--- src/hw/gtp_pkg.sv ---
// Constants shared by the trigger and tally port logic.
// Assumes a 20 MHz system clock and byte-addressed Avalon-MM registers.
package gtp_pkg;

  // System clock period in nanoseconds.
  localparam int CLK_PERIOD_NS = 50;
  // Shortest input pulse that is accepted, in nanoseconds (1 ms).
  localparam int FILTER_MIN_NS = 1000000;
  // Filter length in clock cycles, rounded up.
  localparam int FILTER_CYCLES =
    (FILTER_MIN_NS + CLK_PERIOD_NS - 1) / CLK_PERIOD_NS;

  // Default number of ports and the number of video inputs.
  localparam int NUM_PORTS = 4;
  localparam int NUM_VIDEO = 4;
  // Widest port count that the register layout can hold.
  localparam int MAX_PORTS = 8;

  // Register byte offsets.
  localparam logic [4:0] REG_DIR = 5'h00;
  localparam logic [4:0] REG_MODE = 5'h04;
  localparam logic [4:0] REG_POL = 5'h08;
  localparam logic [4:0] REG_MAP = 5'h0c;
  localparam logic [4:0] REG_STATE = 5'h10;
  localparam logic [4:0] REG_FUNC = 5'h14;

  // Field positions inside the state and function registers.
  localparam int FUNC_VAL_LSB = 0;
  localparam int FUNC_MASK_LSB = 8;
  localparam int STATE_LVL_LSB = 0;
  localparam int STATE_FUNC_LSB = 8;
  localparam int STATE_AIR_LSB = 16;

  // Values after reset.
  localparam logic RST_DIR = 1'b0;
  localparam logic RST_MODE = 1'b0;
  localparam logic RST_POL = 1'b0;
  localparam logic RST_MAP = 1'b0;
  localparam logic RST_FUNC = 1'b0;
  localparam logic IDLE_LEVEL = 1'b1;

  // Bus answer states.
  typedef enum logic {GTP_BUS_IDLE, GTP_BUS_ANS} gtp_bus_state_t;

endpackage

--- src/hw/gtp_port_if.sv ---
// Interface between the port top, the input filter and the trigger logic.
// Assumes all three sit on the same system clock.
`timescale 1ns/1ns
interface gtp_port_if #(parameter int N = 4);
  logic [N-1:0] lvl;   // Filtered input level.
  logic [N-1:0] mode;  // 1 selects level trigger, 0 edge trigger.
  logic [N-1:0] pol;   // 1 selects rising or active-high.
  logic [N-1:0] func;  // Present state of each assigned function.
  logic [N-1:0] en;    // Trigger enabled (port set as input).
  logic [N-1:0] req;   // One-cycle request to update a function.
  logic [N-1:0] val;   // Value requested with req.
  logic frame;         // Once-per-frame strobe.

  // Filter drives the clean level.
  modport filt (output lvl);
  // Trigger turns levels into requests.
  modport trig (input lvl, mode, pol, func, en, frame, output req, val);
  // Top supplies configuration and consumes requests.
  modport top (input lvl, req, val, output mode, pol, func, en, frame);
endinterface

--- src/hw/gtp_port_top.sv ---
// Trigger input and tally output ports with Avalon-MM registers.
// Assumes frame_i, on_air_i and the command port come from logic on clk_i;
// pin_i is asynchronous and each pin has an external pull-up.
//
// Function
// - Input pulses under 1 ms are ignored.
// - Input ports trigger; tally ports drive outputs.
// - Falling-edge mode fires on high to low.
// - Rising-edge mode fires on low to high.
// - Edge inputs sampled and fired once per frame.
// - Each edge toggles the assigned setting.
// - Level mode acts on both transitions.
// - Level polarity selects active-high or active-low.
// - Other command sources override trigger actions.
// - Tally asserts for any chosen video inputs.
// - Tally polarity selectable; trigger mode ignored.
// - With pol at 0 (the reset value), tally idles high, drives low when active.
//
// Added by the designer: the Avalon-MM interface to the registers and the register addresses.
`timescale 1ns/1ns
module gtp_port_top #(
  parameter int N = gtp_pkg::NUM_PORTS,
  parameter int FILT = gtp_pkg::FILTER_CYCLES
) (
  input wire logic clk_i,
  input wire logic rst_i,
  input wire logic [4:0] avs_address_i,
  input wire logic avs_read_i,
  input wire logic avs_write_i,
  input wire logic [31:0] avs_writedata_i,
  input wire logic [3:0] avs_byteenable_i,
  output logic [31:0] avs_readdata_o,
  output logic avs_waitrequest_o,
  input wire logic [N-1:0] pin_i,
  output logic [N-1:0] pin_o,
  output logic [N-1:0] pin_oe_o,
  input wire logic frame_i,
  input wire logic [gtp_pkg::NUM_VIDEO-1:0] on_air_i,
  input wire logic cmd_valid_i,
  input wire logic [N-1:0] cmd_mask_i,
  input wire logic [N-1:0] cmd_value_i,
  output logic [N-1:0] func_o
);

  localparam int V = gtp_pkg::NUM_VIDEO;

  // Refuse port counts that the register fields cannot hold.
  if (N < 1 || N > gtp_pkg::MAX_PORTS)
  begin : g_chk
    $error("gtp_port_top: N must be 1 to 8");
  end

  // Merges write data into an old word under the byte enables.
  function automatic logic [31:0] be_merge(input logic [31:0] old,
                                           input logic [31:0] wd,
                                           input logic [3:0] be);
    logic [31:0] m;
    m = {{8{be[3]}}, {8{be[2]}}, {8{be[1]}}, {8{be[0]}}};
    return (old & ~m) | (wd & m);
  endfunction

  // Configuration registers written by software.
  logic [N-1:0] dir;       // 1 makes the port a tally output.
  logic [N-1:0] mode;      // 1 selects level trigger.
  logic [N-1:0] pol;       // Trigger edge or level, and tally polarity.
  logic [N*V-1:0] map;     // Video inputs that light each tally.
  logic [N-1:0] func;      // State of each assigned function.

  // Bus answer machine and decoded access.
  gtp_pkg::gtp_bus_state_t bus_state;
  logic bus_req;           // A read or write is present.
  logic wr_hit;            // Write takes effect this edge.
  logic [31:0] cur_word;   // Register word at the addressed offset.
  logic [31:0] new_word;   // That word after the byte-enabled write.
  logic [N-1:0] act;       // Tally condition per port.
  logic fwr;               // Software write to the function register.
  logic [N-1:0] fwr_mask;  // Ports that the write touches.
  logic [N-1:0] fwr_val;   // Values that the write gives them.

  gtp_port_if #(.N(N)) pif ();

  // Pin synchroniser and pulse filter.
  gtp_filter #(.N(N), .FILT(FILT)) u_filter (
    .clk_i(clk_i),
    .rst_i(rst_i),
    .pin_i(pin_i),
    .pif(pif)
  );

  // Edge and level trigger decoding.
  gtp_trigger #(.N(N)) u_trigger (
    .clk_i(clk_i),
    .rst_i(rst_i),
    .pif(pif)
  );

  // Configuration handed to the trigger logic.
  assign pif.mode = mode;
  assign pif.pol = pol;
  assign pif.func = func;
  assign pif.en = ~dir;
  assign pif.frame = frame_i;
  assign func_o = func;
  assign pin_oe_o = dir;

  // Request present and write taking effect in the answer cycle.
  assign bus_req = avs_read_i || avs_write_i;
  assign wr_hit = avs_write_i && bus_state == gtp_pkg::GTP_BUS_ANS;
  // The first cycle of every request is held off by one wait state.
  assign avs_waitrequest_o =
    bus_req && bus_state == gtp_pkg::GTP_BUS_IDLE;

  // Read mux; unmapped offsets read as zero.
  always_comb
  begin
    cur_word = '0;
    unique case (avs_address_i)
      gtp_pkg::REG_DIR:
        cur_word[N-1:0] = dir;
      gtp_pkg::REG_MODE:
        cur_word[N-1:0] = mode;
      gtp_pkg::REG_POL:
        cur_word[N-1:0] = pol;
      gtp_pkg::REG_MAP:
        cur_word[N*V-1:0] = map;
      gtp_pkg::REG_STATE:
      begin
        // Filtered levels, function states and on-air inputs.
        cur_word[gtp_pkg::STATE_LVL_LSB +: N] = pif.lvl;
        cur_word[gtp_pkg::STATE_FUNC_LSB +: N] = func;
        cur_word[gtp_pkg::STATE_AIR_LSB +: V] = on_air_i;
      end
      gtp_pkg::REG_FUNC:
        cur_word[gtp_pkg::FUNC_VAL_LSB +: N] = func;
      default:
        cur_word = '0;
    endcase
  end

  // Byte-enabled write value for the addressed register.
  always_comb
  begin
    new_word = be_merge(cur_word, avs_writedata_i, avs_byteenable_i);
  end

  // Software function write: value bits under a port mask.
  always_comb
  begin
    fwr = wr_hit && avs_address_i == gtp_pkg::REG_FUNC;
    fwr_val = new_word[gtp_pkg::FUNC_VAL_LSB +: N];
    fwr_mask = new_word[gtp_pkg::FUNC_MASK_LSB +: N];
  end

  // Bus machine: one wait cycle, then the answer.
  always_ff @(posedge clk_i)
  begin
    if (rst_i)
      bus_state <= gtp_pkg::GTP_BUS_IDLE;
    else
    begin
      unique case (bus_state)
        gtp_pkg::GTP_BUS_IDLE:
          if (bus_req)
            bus_state <= gtp_pkg::GTP_BUS_ANS;
        gtp_pkg::GTP_BUS_ANS:
          bus_state <= gtp_pkg::GTP_BUS_IDLE;
      endcase
    end
  end

  // Read data is caught in the wait cycle and stands afterwards.
  always_ff @(posedge clk_i)
  begin
    if (rst_i)
      avs_readdata_o <= '0;
    else if (avs_read_i && bus_state == gtp_pkg::GTP_BUS_IDLE)
      avs_readdata_o <= cur_word;
  end

  // Direction, trigger mode and polarity registers.
  always_ff @(posedge clk_i)
  begin
    if (rst_i)
    begin
      dir <= {N{gtp_pkg::RST_DIR}};
      mode <= {N{gtp_pkg::RST_MODE}};
      pol <= {N{gtp_pkg::RST_POL}};
    end
    else if (wr_hit)
    begin
      if (avs_address_i == gtp_pkg::REG_DIR)
        dir <= new_word[N-1:0];
      if (avs_address_i == gtp_pkg::REG_MODE)
        mode <= new_word[N-1:0];
      if (avs_address_i == gtp_pkg::REG_POL)
        pol <= new_word[N-1:0];
    end
  end

  // Tally source map, four video inputs per port.
  always_ff @(posedge clk_i)
  begin
    if (rst_i)
      map <= {(N*V){gtp_pkg::RST_MAP}};
    else if (wr_hit && avs_address_i == gtp_pkg::REG_MAP)
      map <= new_word[N*V-1:0];
  end

  // Function state: command port, then software, then triggers.
  always_ff @(posedge clk_i)
  begin
    for (int i = 0; i < N; i++)
    begin
      if (rst_i)
        func[i] <= gtp_pkg::RST_FUNC;
      else if (cmd_valid_i && cmd_mask_i[i])
        func[i] <= cmd_value_i[i];
      else if (fwr && fwr_mask[i])
        func[i] <= fwr_val[i];
      else if (pif.req[i])
        func[i] <= pif.val[i];
    end
  end

  // Tally condition: any mapped video input on air.
  always_comb
  begin
    for (int i = 0; i < N; i++)
      act[i] = |(map[i*V +: V] & on_air_i);
  end

  // Tally pin level; trigger mode plays no part here.
  always_ff @(posedge clk_i)
  begin
    for (int i = 0; i < N; i++)
    begin
      if (rst_i)
        pin_o[i] <= gtp_pkg::IDLE_LEVEL;
      else if (dir[i])
        pin_o[i] <= pol[i] ~^ act[i];
      else
        pin_o[i] <= gtp_pkg::IDLE_LEVEL;
    end
  end

  for (genvar g = 0; g < N; g++)
  begin : g_port_chk

  end
endmodule

--- src/hw/gtp_filter.sv ---
// Two-stage synchroniser and minimum-width pulse filter for each input pin.
// Assumes pins are asynchronous to clk_i.
`timescale 1ns/1ns
module gtp_filter #(
  parameter int N = 4,
  parameter int FILT = gtp_pkg::FILTER_CYCLES
) (
  input wire logic clk_i,
  input wire logic rst_i,
  input wire logic [N-1:0] pin_i,
  gtp_port_if.filt pif
);

  localparam int CW = $clog2(FILT);

  // Refuse a filter too short for the counter to work.
  if (FILT < 2)
  begin : g_chk
    $error("gtp_filter: FILT must be at least 2");
  end

  logic [N-1:0] s1;          // First synchroniser stage.
  logic [N-1:0] s2;          // Second synchroniser stage.
  logic [CW-1:0] cnt [N];    // Cycles that s2 has differed from lvl.

  // Synchroniser: s1 is read only by s2.
  always_ff @(posedge clk_i)
  begin
    if (rst_i)
    begin
      s1 <= {N{gtp_pkg::IDLE_LEVEL}};
      s2 <= {N{gtp_pkg::IDLE_LEVEL}};
    end
    else
    begin
      s1 <= pin_i;
      s2 <= s1;
    end
  end

  // Filter: a new level is taken after FILT stable cycles.
  always_ff @(posedge clk_i)
  begin
    for (int i = 0; i < N; i++)
    begin
      if (rst_i)
      begin
        pif.lvl[i] <= gtp_pkg::IDLE_LEVEL;
        cnt[i] <= '0;
      end
      else if (s2[i] == pif.lvl[i])
        cnt[i] <= '0;
      else if (cnt[i] == CW'(FILT - 1))
      begin
        pif.lvl[i] <= s2[i];
        cnt[i] <= '0;
      end
      else
        cnt[i] <= cnt[i] + 1'b1;
    end
  end

  for (genvar g = 0; g < N; g++)
  begin : g_chk_port

  end
endmodule

--- src/hw/gtp_trigger.sv ---
// Turns filtered levels into function requests, by edge or by level.
// Assumes frame is a one-cycle strobe on the same clock.
`timescale 1ns/1ns
module gtp_trigger #(
  parameter int N = 4
) (
  input wire logic clk_i,
  input wire logic rst_i,
  gtp_port_if.trig pif
);

  logic [N-1:0] samp;   // Level seen at the previous frame strobe.
  logic [N-1:0] lprev;  // Level seen in the previous cycle.

  // Frame and cycle history of each level.
  always_ff @(posedge clk_i)
  begin
    if (rst_i)
    begin
      samp <= {N{gtp_pkg::IDLE_LEVEL}};
      lprev <= {N{gtp_pkg::IDLE_LEVEL}};
    end
    else
    begin
      if (pif.frame)
        samp <= pif.lvl;
      lprev <= pif.lvl;
    end
  end

  // Request generation, registered one cycle after its cause.
  always_ff @(posedge clk_i)
  begin
    for (int i = 0; i < N; i++)
    begin
      if (rst_i)
      begin
        pif.req[i] <= 1'b0;
        pif.val[i] <= 1'b0;
      end
      else if (!pif.en[i])
        pif.req[i] <= 1'b0;
      else if (pif.mode[i])
      begin
        // Level mode acts on every change in either direction.
        pif.req[i] <= pif.lvl[i] != lprev[i];
        pif.val[i] <= pif.lvl[i] ~^ pif.pol[i];
      end
      else
      begin
        // Edge mode looks only at frame strobes, so once per frame.
        pif.req[i] <= pif.frame && (pif.pol[i] ?
          (!samp[i] && pif.lvl[i]) :
          (samp[i] && !pif.lvl[i]));
        pif.val[i] <= !pif.func[i];
      end
    end
  end

  for (genvar g = 0; g < N; g++)
  begin : g_chk

  end
endmodule

--- config.mk ---
export PLATFORM = sky130hd
export DESIGN_NAME = gtp_port_top
export DESIGN_NICKNAME = d
export VERILOG_FILES = /design/src/hw/gtp_pkg.sv /design/src/hw/gtp_port_if.sv /design/src/hw/gtp_port_top.sv /design/src/hw/gtp_filter.sv /design/src/hw/gtp_trigger.sv
export SDC_FILE = /design/constraint.sdc
export NUM_CORES = 1
export LEC_CHECK = 0
export BUFFER_PORTS_ARGS = -buffer_cell sky130_fd_sc_hd__buf_2
export CORE_UTILIZATION = 35
export CTS_CLUSTER_SIZE = 14
export DETAILED_ROUTE_END_ITERATION = 12
export PLACE_DENSITY_LB_ADDON = 0.15
export SETUP_SLACK_MARGIN = 0.15
export SLEW_MARGIN = 25
export SYNTH_ARGS = -nofsm -noshare
export SYNTH_HDL_FRONTEND = slang
export SYNTH_SLANG_ARGS = --single-unit
--- constraint.sdc ---
create_clock -name clk_i -period 3.6 [get_ports clk_i]
set_clock_uncertainty 0.15 [all_clocks]
set_input_delay 0.54 -clock clk_i [delete_from_list [all_inputs] [get_ports clk_i]]
set_output_delay 0.54 -clock clk_i [all_outputs]
set_load 0.02 [all_outputs]
==> impl_metrics.yaml, run 1 <==
outcome:
  outcome: "completed"
sta:
  fin_hold_ws_ps: 157
  fmax_ghz: 0.423
  hold_viol: 0
  slew_headroom_pct: 41.6
  fin_tns_setup_ps: 0
  tightestPinTransition_ps: 877
  maxSlewViolCount: 0
  finalCritPeriodShare_pct: 65.7
  fin_crit_ps: 2360
  setup_violations: 0
  rsz0062_at_grt: "no"
die:
  die_area_mm2: 0.0210
  core-area_mm2: 0.0197
  pin_count: 108
  initial_utilization_pct: 36.3
  die_h_um: 145
  rows: 51
  chipWidth_um: 145
place:
  dpl.hpwl_mm: 11.7
  dpl_cell_area_mm2: 0.00788
  place_congestion: 0.783
  io_buffers: 77
worst_hold_path:
  holdCritPathClass: "in2reg"
  hold_start: "pin_i[3]"
critical_path:
  required_ps: 3690
  crit_path_start: "avs_address_i[4]"
  critPathMaxFanout: 14
  regToRegStartpoint: "u_filter.cnt[2][0]"
  crit_arrival_ps: 2450
  crit_path_end_kind: "flop"
  crit_type: "in2reg"
  crit_path_start_kind: "input pin"
clock_network:
  cts_buffers: 17
  cts_tree: "yes"
  ctsResizeCount: 0
  hold_buffers: 0
  numClockSinks: 145
  cts_setup_buffers: 0
  clock-root-buffer: "clkbuf_16"
  htreeDepth: 4
  clkTransAtPathRegs_ps: 60
  cts_buffer_depth: 2
  clk-insertion-delay-late_ps: 420
yosys:
  async_flop_share_pct: 0
  synthSimpleGateAreaFrac_pct: 24.6
  yosys.area_share.xor_xnor_pct: 7.71
  yosysWarnings: 0
  synth_edf_count: 60
  synth_area_mm2: 0.00715
  synth_top_family_by_area: "simple AND/OR/NAND/NOR gates"
  ys_seq_elements: 145
  synth_top_area_share_pct: 25.2
  synthMuxAreaShare_pct: 2.80
  yosysSeqAreaShare_pct: 49.0
  yosys-top-cells-area: "edfxtp_1, dfxtp_1, xnor2_1, nor2_1, nand2_1"
  synthCells: 757
  yosys_most_used_dff: "dfxtp_1"
  synth.distinct_cells: 51
  synth_area_per_cell_um2: 9.45
  synth_compound_gate_area_share_pct: 10.4
  synth-adder-area-share_pct: 0.700
  synth_top_area_cell: "edfxtp_1"
detailed_routing:
  vias: 5543
  detail_route.wl_per_cell_um: 14.4
  dr.pass1.iters: 4
  first_iter_violations: 334
  via_per_inst: 4.82
  ant_nets: 0
  drc: 0
  wirelength_mm: 16.5
global_route:
  grt_pass1_vias: 5114
  track_usage_pct: 16.0
  grt_pass1_wl_mm: 26.7
  grt_max_degree: 58
  overflow: 0
  grt_antenna_before_repair: 0
power_and_ir_drop:
  p_leak_uw: 0.00319
  ir_worst_vdd_mv: 0.328
  p_per_area_mw_per_mm2: 461
final_layout:
  drive_above_1_share_pct: 15.3
  final_util_pct: 43.3
  design_area_mm2: 0.00853
  syn2layout_area_growth_pct: 19.3
  antenna_cells: 0
  nNetsFinal: 939
job:
  drv_cap: 0
worst max-delay path, cell delays in order:
cell and delay (ps):
buf_2 120, or4b_1 660, o22ai_1 220, o31ai_1 690, a311oi_1 210
final timing paths:
check	endpoint	slack [ps]	depth (start not counted)
worst max-delay path	func_o[0]	1240	5
worst min-delay path	u_filter.s1[3]	160	2
worst max register to register	u_filter.cnt[2][13]	1340	5
worst min register to register	u_filter.s2[1]	260	1
cell usage after synthesis (all sizes together) (5+ instances only):
cell    count
clkbuf     30
buf        25
o31ai      20
and2        6
xnor2      39
nand3      46
inv        14
and4        7
a21oi      28
a211oi      5
o22ai       7
a31oi       7
nand2b     12
nor2       88
nor2b       9
or3         6
or2        13
and3       10
edfxtp     60
mux2i      20
nor4        7
dfxtp      85
nand2      76
nor3       30
o21ai       9
xor2       24
o211ai      8
nand4      25
flip-flops by register name, indices dropped and copies added (netlist names):
signal             cells
mode                   4
bus_state              1
pif.pol                4
u_trigger.pif.val      4
u_filter.pif.lvl       4
u_filter.s1            4
u_trigger.lprev        4
u_trigger.pif.req      4
u_filter.s2            4
map                   16
func_o                 4
u_trigger.samp         4
u_filter.cnt          60
avs_readdata_o        20
pin_o                  4
pin_oe_o               4
stage by stage:
stage | power [µW] | worst slack (ps) | cells
finish | 3940 | 1240 | 1150
global placement | 2080 | 895 | 1118
global route | 4090 | 1120 | 1150
detailed placement | 2080 | 852 | 1118
CTS | 3990 | 1300 | 1150
floorplan | 2000 | 1500 | 827
per-layer routing:
metal,global-route usage (%),wire length [µm],part of all wire (%)
met5,0,0,0
met4,5.64,198,1.2
met3,2.64,579,3.5
met2,24.6,7380,45
met1,22.7,8380,51
power by group:
group / switching, µW / total [µW] / internal [µW]
clock: 674 / 1890 / 1220
sequential: 43.0 / 1800 / 1760
combinational: 162 / 244 / 82.1
cell type report:
class                      count  area (µm²)
clock buffer                  25         559
clock inverter                 7        88.8
fill                        2004       11200
inverter                      15        56.3
multi-input combinational    612        3580
sequential                   145        3500
tap                          265         332
timing repair buffer          81         415
placed cells by master, fill, tap and decap left out, types with 9 or more instances in the layout:
cell,Yosys,final
or2_2,13,13
clkbuf_16,0,20
nor3_1,29,29
o31ai_1,20,20
nand2b_1,12,12
dfxtp_1,85,85
buf_2,8,77
xnor2_1,39,39
and3_1,10,10
o21ai_0,9,9
a21oi_1,28,28
mux2i_1,20,20
nand4_1,25,25
conb_1,2,72
inv_1,14,14
nor2b_1,9,9
xor2_1,24,24
nand3_1,46,46
nor2_1,88,88
edfxtp_1,60,60
nand2_1,74,74
kinds of logic after synthesis:
logic type / count (synthesis)
adders and majority gates: 4
and+or+nand+nor: 349
other: 2
DFF: 145
muxes: 20
AOI/OAI and AO/OA: 104
xor gates and xnor gates: 63
buffers and inverters: 70
Note: power is estimated with default switching activity, not from simulation.
==> run 2, diff against run 1 <==
==> constraint.sdc (replaced) <==
create_clock -name clk_i -period 2 [get_ports clk_i]
set_clock_uncertainty 0.15 [all_clocks]
set_input_delay 0.3 -clock clk_i [delete_from_list [all_inputs] [get_ports clk_i]]
set_output_delay 0.3 -clock clk_i [all_outputs]
set_load 0.02 [all_outputs]
==> run 2 against run 1 <==
Effect of this change:
- the flow now finishes with violations (setup timing)
- worst setup slack worse by 1300 ps
- via count is 5.4% higher
- largest cell class unchanged
- highest routed layer unchanged
- die area stayed put
- sequential cell count stayed put
- clock power is 68% higher
- register-to-register slack worse by 1400 ps
- sequential power is 79% higher
- global-route usage is 0.97 points higher
- utilization is 3.4 points higher
==> impl_metrics.yaml, run 2 (synthesis gave the netlist of run 1 again) <==
outcome:
  outcome: "complete, but fails checks"
  violations: "setup timing"
clock_network:
  clkTransAtPathRegs_ps: 60
  cts_buffer_depth: 2
  clock-root-buffer: "clkbuf_16"
  cts_tree: "yes"
  clk-insertion-delay-late_ps: 410
  numClockSinks: 145
  htreeDepth: 4
  cts_buffers: 17
critical_path:
  cp_slowest_cell: "or4b_1"
  regToRegStartpoint: "u_filter.cnt[3][7]"
  worstPathCellList: "or4b_1 -> or4_4 -> nand2_8 -> nor2_1"
  crit_arrival_ps: 2060
  crit_path_max_incr_delay_ps: 550
  crit_path_start: "u_filter.cnt[3][7]"
  crit_path_start_kind: "flop"
  required_ps: 2010
  critPathMaxFanout: 14
  crit_path_end_kind: "flop"
  crit_type: "reg2reg"
detailed_routing:
  wl_met1_mm: 8.43
  first_iter_violations: 322
  dr.pass1.iters: 4
  ant_nets: 0
  wl_met3_um: 673
  top_layer_used: "met4"
  vias: 5840
  via_per_inst: 4.76
  wirelength_mm: 17.3
  routed-wl-met2_mm: 8.03
  drc: 0
  detail_route.wl_per_cell_um: 14.1
sta:
  setup_violations: 17
  worst_slack_ps: -51.6
  fin_crit_ps: 2050
  tightestPinTransition_ps: 658
  fmax_ghz: 0.487
  rsz0062_at_grt: "yes"
  maxSlewViolCount: 0
  fin_tns_setup_ps: -590
  slew_headroom_pct: 56.1
  finalCritPeriodShare_pct: 103
  hold_viol: 0
final_layout:
  antenna_cells: 0
  nNetsFinal: 1016
  reg_top3: "u_filter.cnt: 60 flops, avs_readdata_o: 20 flops, map: 16 flops"
  mostFrequentLayoutCells: "nor2_1, dfxtp_1, buf_2"
  seqCellArea_mm2: 0.00350
  syn2layout_area_growth_pct: 28.7
  multi_input_area_mm2: 0.00368
  largest_register_ffs: 60
  drive_above_1_share_pct: 21.9
  n_fill_cell: 1950
  top_register: "u_filter.cnt"
  final_common_cell: "nor2_1"
die:
  core-area_mm2: 0.0197
  die_area_mm2: 0.0210
  initial_utilization_pct: 36.3
  chipWidth_um: 145
  die_h_um: 145
  pin_count: 108
  rows: 51
place:
  place_congestion: 0.766
  io_buffers: 77
  dpl.hpwl_mm: 12.3
  preCtsSetupSlack_ps: -147
worst_hold_path:
  hold_start: "avs_writedata_i[5]"
  holdCritPathClass: "in2reg"
global_route:
  grt_antenna_before_repair: 0
  grt_max_degree: 51
  grt_pass1_wl_mm: 28.5
  grt_pass1_vias: 5503
  overflow: 0
  track_usage_pct: 17.0
job:
  drv_cap: 0
power_and_ir_drop:
  p_per_area_mw_per_mm2: 755
  p_leak_uw: 0.00355
  ir_worst_vdd_mv: 0.639
[run 2: cell count changes in the layout (fill, tap and decap cells not counted), sizes merged]
| cell | before | now |
|---|---|---|
| clkinvlp | 1 | 0 |
| bufinv | 2 | 0 |
| buf | 81 | 147 |
| dlygate4sd3 | 0 | 11 |
| clkinv | 4 | 7 |
[run 2: path summary, 6_finish.rpt]
| path | slack [ps] | endpoint | cells past startpoint |
|---|---|---|---|
| worst max-delay path | -50 | u_filter.cnt[3][10] | 4 |
| worst min-delay path | 20 | map[5] | 3 |
| worst max register to register | -50 | u_filter.cnt[3][10] | 4 |
| worst min register to register | 260 | u_filter.s2[0] | 1 |
[run 2: what timing repair did]
item | in CTS | in global routing
endpoints found under the hold margin | 11 | 0
pin swaps | 0 | 3
endpoints found under the setup margin | 32 | 71
gates resized for setup | 3 | 10
hold buffers | 11 | 0
buffers inserted | 0 | 4
[run 2: routing by layer]
layer / vias up / GRT usage, %
li1: 3014 / -
met1: 2709 / 23.3
met2: 109 / 27.1
met3: 8 / 3.36
met4: 0 / 4.68
met5: - / 0
[run 2: cell type report]
cell class / count / share of cell area, %
multi-input cells: 612 / 39.9
inverters: 15 / 0.612
clock inverters: 7 / 0.435
well taps: 265 / 3.60
repair buffers: 158 / 11.3
clock buffers: 25 / 6.09
flip-flops and latches: 145 / 38.1
[run 2: per-stage QoR]
step	cells	instance area, µm²	total power (µW)	util (%)	hold WS [ps]
4_1_cts	1223	9130	7010	46.3	3.80
3_5_place_dp	1180	8400	3800	42.6	245
6_report	1227	9210	6950	46.7	22.7
5_1_grt	1227	9210	7210	46.7	9.95
3_3_place_gp	1180	8400	3800	42.6	241
2_1_floorplan	827	7470	3600	-	239
[run 2: report_power, final]
part | internal [µW] | switching [µW]
logic | 214 | 329
registers | 3160 | 62.4
clock network | 1950 | 1230
[run 2: critical path: cells and delay by family (launching register included)]
kind | cells | cell delay (ps)
AND/OR/NAND/NOR | 4 | 1260
flip-flops | 1 | 390
